==> config.mk <==
export PLATFORM = sky130hd
export DESIGN_NAME = sdl_host_flat
export DESIGN_NICKNAME = d
export VERILOG_FILES = /design/src/rtl/sdl_pkg.sv /design/src/rtl/sdl_link_if.sv /design/src/rtl/sdl_host.sv /design/src/flat_wrapper.sv
export SDC_FILE = /design/constraint.sdc
export NUM_CORES = 1
export LEC_CHECK = 0
export BUFFER_PORTS_ARGS = -buffer_cell sky130_fd_sc_hd__buf_4
export CAP_MARGIN = 20
export CORE_UTILIZATION = 55
export CTS_BUF_LIST = sky130_fd_sc_hd__clkbuf_4
export CTS_CLUSTER_SIZE = 8
export DETAILED_ROUTE_END_ITERATION = 8
export HOLD_SLACK_MARGIN = 0.03
export PLACE_DENSITY_LB_ADDON = 0.05
export SYNTH_ARGS = -nofsm -noshare
export SYNTH_HDL_FRONTEND = slang
export SYNTH_SLANG_ARGS = --single-unit
==> constraint.sdc <==
create_clock -name pclk -period 4.95 [get_ports pclk]
set_input_delay 0.2475 -clock pclk [delete_from_list [all_inputs] [get_ports pclk]]
set_output_delay 0.2475 -clock pclk [all_outputs]
set_load 0.1 [all_outputs]
==> src/rtl/sdl_pkg.sv <==
// package: constants and types shared by both ends of the serial converter link
package sdl_pkg;
    localparam int          FRAME_BITS     = 16;
    localparam int          CODE_BITS      = 12;
    localparam int          MODE_HI_POS    = 13;
    localparam int          MODE_LO_POS    = 12;
    localparam int          CODE_MSB_POS   = 11;
    localparam logic [11:0] CODE_RESET     = 12'h000;
    localparam logic [4:0]  BIT_CNT_RESET  = 5'h00;
    // apb register byte offsets of the controller
    localparam logic [3:0]  OFS_DATA       = 4'h0;
    localparam logic [3:0]  OFS_CTRL       = 4'h4;
    localparam logic [3:0]  OFS_STATUS     = 4'h8;
    // timing
    localparam int          PCLK_MHZ       = 40;
    localparam int          SYNC_HIGH_NS   = 33;
    localparam int          SYNC_HIGH_CYC  = (SYNC_HIGH_NS * PCLK_MHZ + 999) / 1000;
    localparam int          WAKE_5V_NS     = 2500;
    localparam int          WAKE_3V_NS     = 5000;
    localparam int          LINK_MAX_MHZ   = 30;
    localparam int          SCLK_DIV_DEF   = 2;
    typedef enum logic [1:0] {
        SDL_MODE_NORMAL,
        SDL_MODE_PD_1K,
        SDL_MODE_PD_100K,
        SDL_MODE_PD_HIZ
    } sdl_mode_t;
endpackage

==> src/rtl/sdl_link_if.sv <==
// interface: three-wire write-only link between controller and converter
interface sdl_link_if;
    logic sync_n;
    logic sclk;
    logic din;
    modport host (output sync_n, output sclk, output din);
    modport dev  (input sync_n, input sclk, input din);
endinterface

==> src/rtl/sdl_host.sv <==
// module: controller end, APB slave that sends frames over the link
//
// Design decisions made here: the address map and the APB interface to the registers.
module sdl_host
    import sdl_pkg::*;
#(
    parameter int SCLK_DIV = sdl_pkg::SCLK_DIV_DEF
) (
    input  wire logic        pclk,
    input  wire logic        presetn,
    input  wire logic        psel,
    input  wire logic        penable,
    input  wire logic        pwrite,
    input  wire logic [3:0]  paddr,
    input  wire logic [31:0] pwdata,
    output logic      [31:0] prdata,
    output logic             pready,
    output logic             pslverr,
    sdl_link_if.host         link
);
    import sdl_pkg::*;

    // ****************************************
    // apb registers
    // ****************************************
    logic [15:0] data_r;
    logic        park_low_r;
    logic        busy_r;
    logic [31:0] prdata_r;
    logic        pready_r;
    logic        pslverr_r;
    // one wait state, so data and refusal stand settled at the completing edge
    wire  logic  acc_w  = psel && penable;
    wire  logic  done_w = acc_w && pready_r;
    wire  logic  wr_w   = done_w && pwrite;
    wire  logic  hit_w  = (paddr == OFS_DATA) || (paddr == OFS_CTRL) || (paddr == OFS_STATUS);
    wire  logic  bad_w  = !hit_w || (pwrite && (paddr == OFS_DATA) && busy_r);
    // refusal is decided a cycle ahead; a frame ending meanwhile must not let it in
    wire  logic  send_w = wr_w && (paddr == OFS_DATA) && !pslverr_r;

    always_ff @(posedge pclk or negedge presetn) begin
        if (!presetn) begin
            data_r     <= '0;
            park_low_r <= 1'b0;
            prdata_r   <= '0;
            pready_r   <= 1'b0;
            pslverr_r  <= 1'b0;
        end else begin
            if (send_w) data_r <= pwdata[15:0];
            if (wr_w && paddr == OFS_CTRL) park_low_r <= pwdata[0];
            pready_r  <= acc_w && !pready_r;
            pslverr_r <= acc_w && !pready_r && bad_w;
            prdata_r  <= (paddr == OFS_DATA) ? {16'h0000, data_r} :
                         (paddr == OFS_CTRL) ? {31'h0, park_low_r} :
                         (paddr == OFS_STATUS) ? {31'h0, busy_r} : 32'h0000_0000;
        end
    end
    assign prdata  = prdata_r;
    assign pready  = pready_r;
    assign pslverr = pslverr_r;

    // ****************************************
    // link sequencer
    // ****************************************
    typedef enum {ST_IDLE, ST_GAP, ST_SHIFT, ST_END} sdl_hst_t;
    sdl_hst_t    st_r;
    logic [7:0]  div_r;
    logic [4:0]  bit_r;
    logic        sclk_r, sync_n_r, din_r;
    logic [15:0] sh_r;
    wire  logic  tick_w = (div_r == 8'(SCLK_DIV - 1));

    always_ff @(posedge pclk or negedge presetn) begin
        if (!presetn) begin
            st_r     <= ST_IDLE;
            div_r    <= '0;
            bit_r    <= '0;
            busy_r   <= 1'b0;
            sclk_r   <= 1'b1;
            sync_n_r <= 1'b1;
            din_r    <= 1'b0;
            sh_r     <= '0;
        end else begin
            div_r <= tick_w ? 8'h00 : div_r + 8'h01;
            case (st_r)
                ST_IDLE: begin
                    // park level moves only at a frame end, so it never makes an empty frame
                    if (send_w) begin
                        busy_r <= 1'b1;
                        sh_r   <= pwdata[15:0];
                        sync_n_r <= 1'b1;
                        bit_r  <= 5'(SYNC_HIGH_CYC);
                        div_r  <= '0;
                        st_r   <= ST_GAP;
                    end
                end
                ST_GAP: begin
                    if (bit_r != 5'h00) bit_r <= bit_r - 5'h01;
                    else begin
                        sync_n_r <= 1'b0;
                        din_r    <= sh_r[15];
                        sh_r     <= {sh_r[14:0], 1'b0};
                        bit_r    <= 5'(FRAME_BITS);
                        st_r     <= ST_SHIFT;
                    end
                end
                ST_SHIFT: if (tick_w) begin
                    sclk_r <= !sclk_r;
                    if (sclk_r) bit_r <= bit_r - 5'h01;
                    else if (bit_r != 5'h00) begin
                        din_r <= sh_r[15];
                        sh_r  <= {sh_r[14:0], 1'b0};
                    end else st_r <= ST_END;
                end
                ST_END: begin
                    sync_n_r <= !park_low_r;
                    busy_r   <= 1'b0;
                    st_r     <= ST_IDLE;
                end
                default: st_r <= ST_IDLE;
            endcase
        end
    end
    assign link.sclk   = sclk_r;
    assign link.sync_n = sync_n_r;
    assign link.din    = din_r;
endmodule

==> src/flat_wrapper.sv <==
// flat-port wrapper written by rule: the top's interface ports become plain ports
module sdl_host_flat import sdl_pkg::*;
#(
    parameter int SCLK_DIV = sdl_pkg::SCLK_DIV_DEF
)
  (pclk, presetn, psel, penable, pwrite, paddr, pwdata, prdata, pready, pslverr, link_sync_n, link_sclk, link_din);
  sdl_link_if link_i ();
  input  wire logic pclk;
  input  wire logic presetn;
  input  wire logic psel;
  input  wire logic penable;
  input  wire logic pwrite;
  input  wire logic [3:0] paddr;
  input  wire logic [31:0] pwdata;
  output logic      [31:0] prdata;
  output logic pready;
  output logic pslverr;
  output wire logic [$bits(link_i.sync_n)-1:0] link_sync_n;
  output wire logic [$bits(link_i.sclk)-1:0] link_sclk;
  output wire logic [$bits(link_i.din)-1:0] link_din;
  assign link_sync_n = link_i.sync_n;
  assign link_sclk = link_i.sclk;
  assign link_din = link_i.din;
  sdl_host #(.SCLK_DIV(SCLK_DIV)) u_core (.pclk(pclk), .presetn(presetn), .psel(psel), .penable(penable), .pwrite(pwrite), .paddr(paddr), .pwdata(pwdata), .prdata(prdata), .pready(pready), .pslverr(pslverr), .link(link_i));
endmodule
# Yosys cells after proc, flatten, opt, wreduce, memory -nomap -nowiden
# Cells that the tools add are included.
dict set report totals {
  ff_bits 116
  in_bits 41
  out_inout_bits 37
  elab_cells 92
}
dict set report op_classes {
  n_addsub 2
  n_eq_ne 13
  n_mux 32
  reduce_logical 32
}
# cell n
set op_table {}
lappend op_table {{$mux W32} 7}
lappend op_table {{$pmux W32 S3} 1}
lappend op_table {{$mux W16} 5}
lappend op_table {{$eq A32 B2 Y1 const B} 2}
lappend op_table {{$pmux W16 S3} 1}
lappend op_table {{$eq A32 B1 Y1 const B} 1}
lappend op_table {{$logic_not A32 Y1} 1}
lappend op_table {{$mux W8} 3}
lappend op_table {{$mux W5} 4}
lappend op_table {{$pmux W5 S3} 1}
lappend op_table {{$logic_and A1 B1 Y1} 10}
lappend op_table {{$reduce_and A5 Y1} 2}
lappend op_table {{$add A8 B1 Y8 const B} 1}
lappend op_table {{$eq A8 B1 Y1 const B} 1}
lappend op_table {{$ne A2 B1 Y1 const B} 4}
lappend op_table {{$mux W1} 7}
lappend op_table {{$ne A2 B2 Y1 const B} 3}
lappend op_table {{$reduce_and A6 Y1} 1}
lappend op_table {{$reduce_bool A3 Y1} 2}
lappend op_table {{$logic_not A1 Y1} 5}
lappend op_table {{$reduce_bool A5 Y1} 1}
lappend op_table {{$sub A5 B1 Y5 const B} 1}
lappend op_table {{$eq A4 B3 Y1 const B} 1}
lappend op_table {{$eq A4 B4 Y1 const B} 1}
lappend op_table {{other kinds (8)} 13}

# Logic depth before layout (Yosys ltp)
# Gate-level depths: netlist of run 1.
dict set report depth {
  depth_word 7
  mapped_depth 8
  mapped_depth_nobuf 6
}

# Least setup slack after synthesis of run 1
# No wires, ideal clock.
dict set report synth_path {
  kind {register to register}
  startpoint {register u_core.pready_r (netlist: u_core.pready)}
  endpoint {register u_core.sh_r[10]}
  setup_ns 0.125
  arrival_time_ns 2.199
  required_ns 4.825
  setup_slack_ns 2.625
  stages_incl_launch_ff 6
  n_path_buf 1
  synth_period_minus_slack_ns 2.325
  path_cell_list {dfrtp_1 > and3_1 > a41oi_4 > a21oi_4 > buf_12 > mux2_4}
}
dict set report synth_via {
  elab_chain_len 6
}
# item line
set synth_rtl {}
lappend synth_rtl {{start, declared} sdl_host.sv:30} ;# logic pready_r;
lappend synth_rtl {{start signal, assigned} sdl_host.sv:51} ;# pready_r <= acc_w && !pready_r;
lappend synth_rtl {{$logic_and A1 B1 Y1} sdl_host.sv:34} ;# wire logic done_w = acc_w && pready_r;
lappend synth_rtl {{$logic_and A1 B1 Y1} sdl_host.sv:35} ;# wire logic wr_w = done_w && pwrite;
lappend synth_rtl {{$logic_and A1 B1 Y1 (2 in series)} sdl_host.sv:39} ;# wire logic send_w = wr_w && (paddr == OFS_DATA) && !pslverr_r;
lappend synth_rtl {{$ne A2 B1 Y1 (no source line)} --}
lappend synth_rtl {{$reduce_and A6 Y1 (no source line)} --}
lappend synth_rtl {{end signal, assigned} sdl_host.sv:90} ;# sh_r <= pwdata[15:0];
lappend synth_rtl {{end signal, assigned} sdl_host.sv:102} ;# sh_r <= {sh_r[14:0], 1'b0};
lappend synth_rtl {{end signal, assigned} sdl_host.sv:112} ;# sh_r <= {sh_r[14:0], 1'b0};
lappend synth_rtl {{end, declared} sdl_host.sv:70} ;# logic [15:0] sh_r;
# No other way between the ends.
# A chain may end at the register's enable or synchronous reset.

# Worst setup path after layout of run 1
dict set report layout_path {
  startpoint {input port paddr[0]}
  endpoint {register u_core.sync_n_r (netlist: u_core.link.sync_n)}
}
dict set report layout_via {
  elab_chain_len 5
}
# item line
set layout_rtl {}
lappend layout_rtl {{start, declared} flat_wrapper.sv:13} ;# input wire logic [3:0] paddr;
lappend layout_rtl {{$logic_not A4 Y1} sdl_host.sv:39}
lappend layout_rtl {{$logic_and A1 B1 Y1 (2 in series)} sdl_host.sv:39}
lappend layout_rtl {{$ne A2 B1 Y1 (no source line)} --}
lappend layout_rtl {{$reduce_and A3 Y1 (no source line)} --}
lappend layout_rtl {{end signal, assigned} sdl_host.sv:116} ;# sync_n_r <= !park_low_r;
lappend layout_rtl {{end, declared} sdl_host.sv:69} ;# logic sclk_r, sync_n_r, din_r;
# No other way between the ends.

==> metrics, run 1 <==
fmax 0.348 GHz; CP Max Fanout 21; Worst path slowest cell nand3_1; leakage 0.00202 uW; Post-Synthesis Cells around 300; gr usage total 21.2%; ys flop type dfrtp_1; CTS tree built; min Tclk post-route 2.88 ns; TritonCTS Buffers 9; cell taking the most area after synthesis dfrtp_1; total power divided by cell area 277 mW/mm^2; Max transition margin 42.9%; CTS Buffer Depth 2; Hold Path Class in -> reg; post-synth top area share 50.6%; Post CTS Setup Buffer Count 0; IO Port Bufs 45; Synth Area per Inst between 10 and 15 um^2; initial antenna violation count 0; Worst EP required 5.31 ns; vias in the first global route 2150; DRC Markers 0; share of cells above drive strength 1 between 20% and 30%; Worst path max stage delay 0.82 ns; final period utilization between 50 and 60%; layout overhead on the synthesized area 19.1%; Synth Register Bits 70; final setup vio count 0; post-DR wirelength/cell 13.2 um; IO Pins 78; fin. max-slew vios 0; ys async rst share 100%; vias post-DR roughly 2200; Final TNS setup 0 ns; Root Buffer clkbuf_4; routed wire length 5.83 mm; final hold viol count 0; CTS H-tree lvls 3; first-pass GRT wire length 10.1 mm; Max Cap Viol 0; Clk pin slew, worst setup/hold paths 0.11 ns; peak supply drop 177 uV; Post-DRT Antenna Nets 0; Post-DP HPWL 3.79 mm; critical path startpoint category input pin; Core Area slightly below 0.006 mm^2; Initial Util 56.8%; WP data arrival 3.23 ns; routability cong. 0.781; largest net degree at the start of global routing 71; Syn. warnings 0; top cells by area, synth dfrtp_1 51%, mux2_2 8.7%, nand2_1 6.0%, mux2_4 4.5%, buf_4 3.6%; Die Area 0.00644 mm^2; initial DRC count 128; diodes inserted 0; unrepaired setup endpoints after global routing false; Synth Cell Area 0.00337 mm^2; Seq/Total Area, Yosys 52.1%; worst path cell trace dlygate4sd3_1 -> buf_4 -> nor4_4 -> nand3_1 -> a21oi_1 -> mux2_2; count leader, synth dfrtp_1; Die X 80.2 um; drt pass-1 iters 6; Worst Skew between 0.015 and 0.02 ns; Slew @ Worst Pin 0.857 ns; status finished, final reports clean; number of synthesized flops with an enable pin 0; GR Overflow Total 0; synth unique cells 44; top post-synthesis cells by count 68 x dfrtp_1, 54 x nand2_1, 26 x mux2_2, 17 x nor2_1, 16 x buf_4; Worst-Skew Late Latency 0.43 ns; post_cts resized 0; hold slack 0.0476 ns; drt via density 4.98; clock sink count 70; Nets 412; Die H 80.2 um; Worst Setup End Kind register; Cell Rows 28; WS Path Type in -> reg
==> area by class of cell <==
class	count	area (um^2)
tap	75	93.8
multi-input combinational	206	1450
fill	482	1910
inverter	13	48.8
sequential	70	1750
clock inverter	6	71.3
clock buffer	10	75.1
timing repair buffer	63	518
==> cell usage in the layout (no fill, tap or decap), types with 3 or more instances in the layout <==
| cell | instances |
|---|---|
| buf_4 | 45 |
| clkbuf_4 | 10 |
| dfrtp_1 | 68 |
| ha_1 | 8 |
| mux2_2 | 26 |
| inv_1 | 13 |
| mux2_4 | 10 |
| nor4b_1 | 3 |
| nor2_1 | 17 |
| mux2i_1 | 4 |
| dlygate4sd3_1 | 18 |
| nand3_1 | 6 |
| nor3_1 | 4 |
| xnor2_1 | 5 |
| conb_1 | 16 |
| a21oi_1 | 4 |
| and2_1 | 15 |
| nand2_1 | 54 |
| a31oi_1 | 3 |
==> stage by stage <==
step	util, %	setup WS (ns)	area [um^2]	total power, uW	instances
2_1_floorplan	-	2.63	3420	703	314
4_1_cts	67.7	2.06	4010	1120	443
3_5_place_dp	62.2	2.15	3680	733	409
5_1_grt	67.7	1.79	4010	1160	443
3_3_place_gp	62.2	2.16	3680	731	409
6_report	67.7	2.07	4010	1110	443
==> sequential cells by signal, summed over array words and instances (netlist names), 2 cells and up <==
signal         count
u_core.data_r     16
u_core.prdata     16
u_core.sh_r       16
u_core.div_r       8
u_core.bit_r       5
u_core.st_r        2
==> layer usage <==
layer	vias to the layer above	GRT usage, %	wire length [um]
met3	17	6.02	258
li1	1105	-	-
met1	1028	27.9	2810
met2	58	31.6	2570
met4	0	11.4	192
met5	-	0	0
==> power breakdown <==
group	internal, uW	leakage [uW]	switching, uW
Clock	163	0.0000732	216
Combinational	42.6	0.000985	99.9
Sequential	584	0.000966	5.86
==> timing repair <==
item                       4_1_cts  5_1_grt
setup endpoints to repair        0        0
hold buffers                    18        0
hold endpoints to repair        84        0
==> cells by family (layout without fill, tap and decap cells) <==
group                    after synthesis  after routing  synth area share (%)
XOR/XNOR                               7              7                  1.82
AO/OA/AOI/OAI                         23             23                  5.91
adder cells (fa/ha/maj)                8              8                  2.97
multiplexers                          40             40                  14.3
other                                  1             16                 0.111
AND/OR/NAND/NOR                      112            112                  16.2
flip-flops                            70             70                  52.1
buffers and inverters                 38             92                  6.54
==> critical path, delay by kind of cell <==
family | cells | cell delay [ns]
simple gates | 2 | 1.55
compound gates | 1 | 0.37
mux | 1 | 0.35
buf+inv | 2 | 0.69
==> final timing paths <==
kind,end,cells after the start,start,slack [ns]
worst min-delay path,u_core.data_r[0]$_DFFE_PN0P_,3,pwdata[0],0.05
worst max register to register,u_core.sh_r[0]$_DFFE_PN0P_,6,u_core.bit_r[0]$_DFFE_PN0P_,2.44
worst min register to register,u_core.data_r[2]$_DFFE_PN0P_,2,u_core.data_r[2]$_DFFE_PN0P_,0.47
worst max-delay path,u_core.link.sync_n$_DFFE_PN1P_,6,paddr[0],2.07
min in group asynchronous,u_core.data_r[9]$_DFFE_PN0P_,2,presetn,0.46
max in group asynchronous,u_core.data_r[3]$_DFFE_PN0P_,2,presetn,3.93
(Power assumes the default switching activity.)
==> inputs of run 2 (changes only) <==
==> constraint.sdc (replaced) <==
create_clock -name pclk -period 3 [get_ports pclk]
set_input_delay 0.15 -clock pclk [delete_from_list [all_inputs] [get_ports pclk]]
set_output_delay 0.15 -clock pclk [all_outputs]
set_load 0.1 [all_outputs]
==> run 2 against run 1 <==
Sequential power is 65% higher. Flip-flop and latch count is the same. Critical path depth grew 1. Clock power is 82% higher. Clock skew shrank 0.0056 ns. Largest power group unchanged.
==> metrics, run 2 (synthesis gave the netlist of run 1 again) <==
final period utilization 77.8%; hold slack 0.130 ns; most frequent cells in the layout 68 x dfrtp_1, 54 x nand2_1, 50 x buf_4; Root Buffer clkbuf_4; final setup vio count 0; initial antenna violation count 0; Final TNS setup 0 ns; critical path startpoint category register; CP Max Fanout 16; worst path cell trace inv_1 -> ha_1 -> or4b_4 -> a21o_4 -> a21oi_4 -> buf_4 -> mux2_2; IO Port Bufs 45; Nets 420; CTS Buffer Depth 2; Die H 80.2 um; leakage 0.00207 uW; WS Path Type reg -> reg; Worst Skew 0.0101 ns; Post-DRT Antenna Nets 0; share of cells above drive strength 1 between 20 and 30%; diodes inserted 0; final hold viol count 0; routability cong. just under 0.8; Slew @ Worst Pin between 0.8 and 0.9 ns; unrepaired setup endpoints after global routing false; drt pass-1 iters 4; post_cts resized 0; Worst-Skew Late Latency 0.40 ns; fin. max-slew vios 0; DRC Markers 0; Core Area between 0.005 and 0.006 mm^2; peak supply drop 356 uV; dpl ws slightly below 0.7 ns; WP data arrival 2.62 ns; Die Area about 0.0064 mm^2; Initial Util 56.8%; Post CTS Setup Buffer Count 0; status finished, final reports clean; TritonCTS Buffers 9; layout overhead on the synthesized area 21.6%; Clk pin slew, worst setup/hold paths around 0.11 ns; initial DRC count about 140; fmax about 0.43 GHz; vias in the first global route 2084; drt via density approximately 5; min Tclk post-route 2.33 ns; Max transition margin 43.2%; routed wire length roughly 6.0 mm; Worst EP required 3.29 ns; Cell Rows 28; Worst path max stage delay 0.52 ns; total power divided by cell area 465 mW/mm^2; Hold Path Class in -> reg; CTS tree built; GR Overflow Total 0; Post-DP HPWL between 3 and 4 mm; clock sink count 70; CTS H-tree lvls 3; Die X 80.2 um; largest net degree at the start of global routing 71; vias post-DR 2246; commonest non-fill, non-tap cell in the layout dfrtp_1; Max Cap Viol 0; IO Pins 78; gr usage total a little over a fifth; Worst Setup End Kind register; Worst path slowest cell or4b_4; setup ws final 0.667 ns; post-DR wirelength/cell approximately 13 um; first-pass GRT wire length 9.94 mm
## run 2: cell count changes in the layout (fill, tap and decap cells not counted), sizes merged
cell         before  now
dlygate4sd3      18   21
bufinv            1    2
clkinv            2    1
buf              45   50
inv              14   15
clkbuf           10    9
## run 2: area by class of cell
type                            instances  area (um^2)
Inverter                               13         48.8
Clock buffer                            9         67.6
Clock inverter                          7         96.3
Multi-Input combinational cell        206         1450
Timing Repair Buffer                   71          586
Tap cell                               75         93.8
Fill cell                             467         1830
Sequential cell                        70         1750
## run 2: worst max-delay path: cells and delay by family, from the launching register on
family / cells / cell delay [ns]
AO/OA/AOI/OAI: 2 / 0.36
adder cells (fa/ha/maj): 1 / 0.22
flip-flops: 1 / 0.37
AND/OR/NAND/NOR: 1 / 0.52
multiplexers: 1 / 0.37
buffers and inverters: 2 / 0.38
## run 2: stage by stage
stage               instances  util (%)  power, uW  instance area (um^2)
floorplan                 314         -       1160                  3420
global placement          414      62.8       1210                  3720
detailed placement        414      62.8       1210                  3720
CTS                       451      69.1       1920                  4090
global route              451      69.1       1980                  4090
finish                    451      69.1       1900                  4090
## run 2: worst paths after layout
check	startpoint	to	slack (ns)	cells past startpoint
setup / recovery	u_core.bit_r[0]$_DFFE_PN0P_	u_core.sh_r[2]$_DFFE_PN0P_	0.67	7
min in group asynchronous	presetn	u_core.data_r[9]$_DFFE_PN0P_	0.40	2
hold reg to reg	u_core.data_r[7]$_DFFE_PN0P_	u_core.data_r[7]$_DFFE_PN0P_	0.47	2
setup reg to reg	u_core.bit_r[0]$_DFFE_PN0P_	u_core.sh_r[2]$_DFFE_PN0P_	0.67	7
hold / removal	paddr[1]	u_core.pslverr$_DFF_PN0_	0.13	3
max in group asynchronous	presetn	u_core.sh_r[14]$_DFFE_PN0P_	2.05	2
## run 2: per-layer routing
layer  global-route usage, %  routed length [um]  vias to the layer above
li1                        -                   -                     1117
met1                    28.8                2880                     1060
met2                    31.4                2740                       57
met3                    4.43                 255                       12
met4                    10.0                 132                        0
met5                       0                   0                        -
## run 2: power by group
group / total [uW] / switching [uW] / leakage (uW) / internal, uW
clock network: 690 / 349 / 0.0000806 / 341
registers: 973 / 9.99 / 0.000966 / 963
logic: 240 / 167 / 0.00102 / 73.7
## run 2: timing repair
| action | CTS | global route |
|---|---|---|
| endpoints found under the hold margin | 88 | 0 |
| endpoints found under the setup margin | 0 | 0 |
| hold buffers | 21 | 0 |
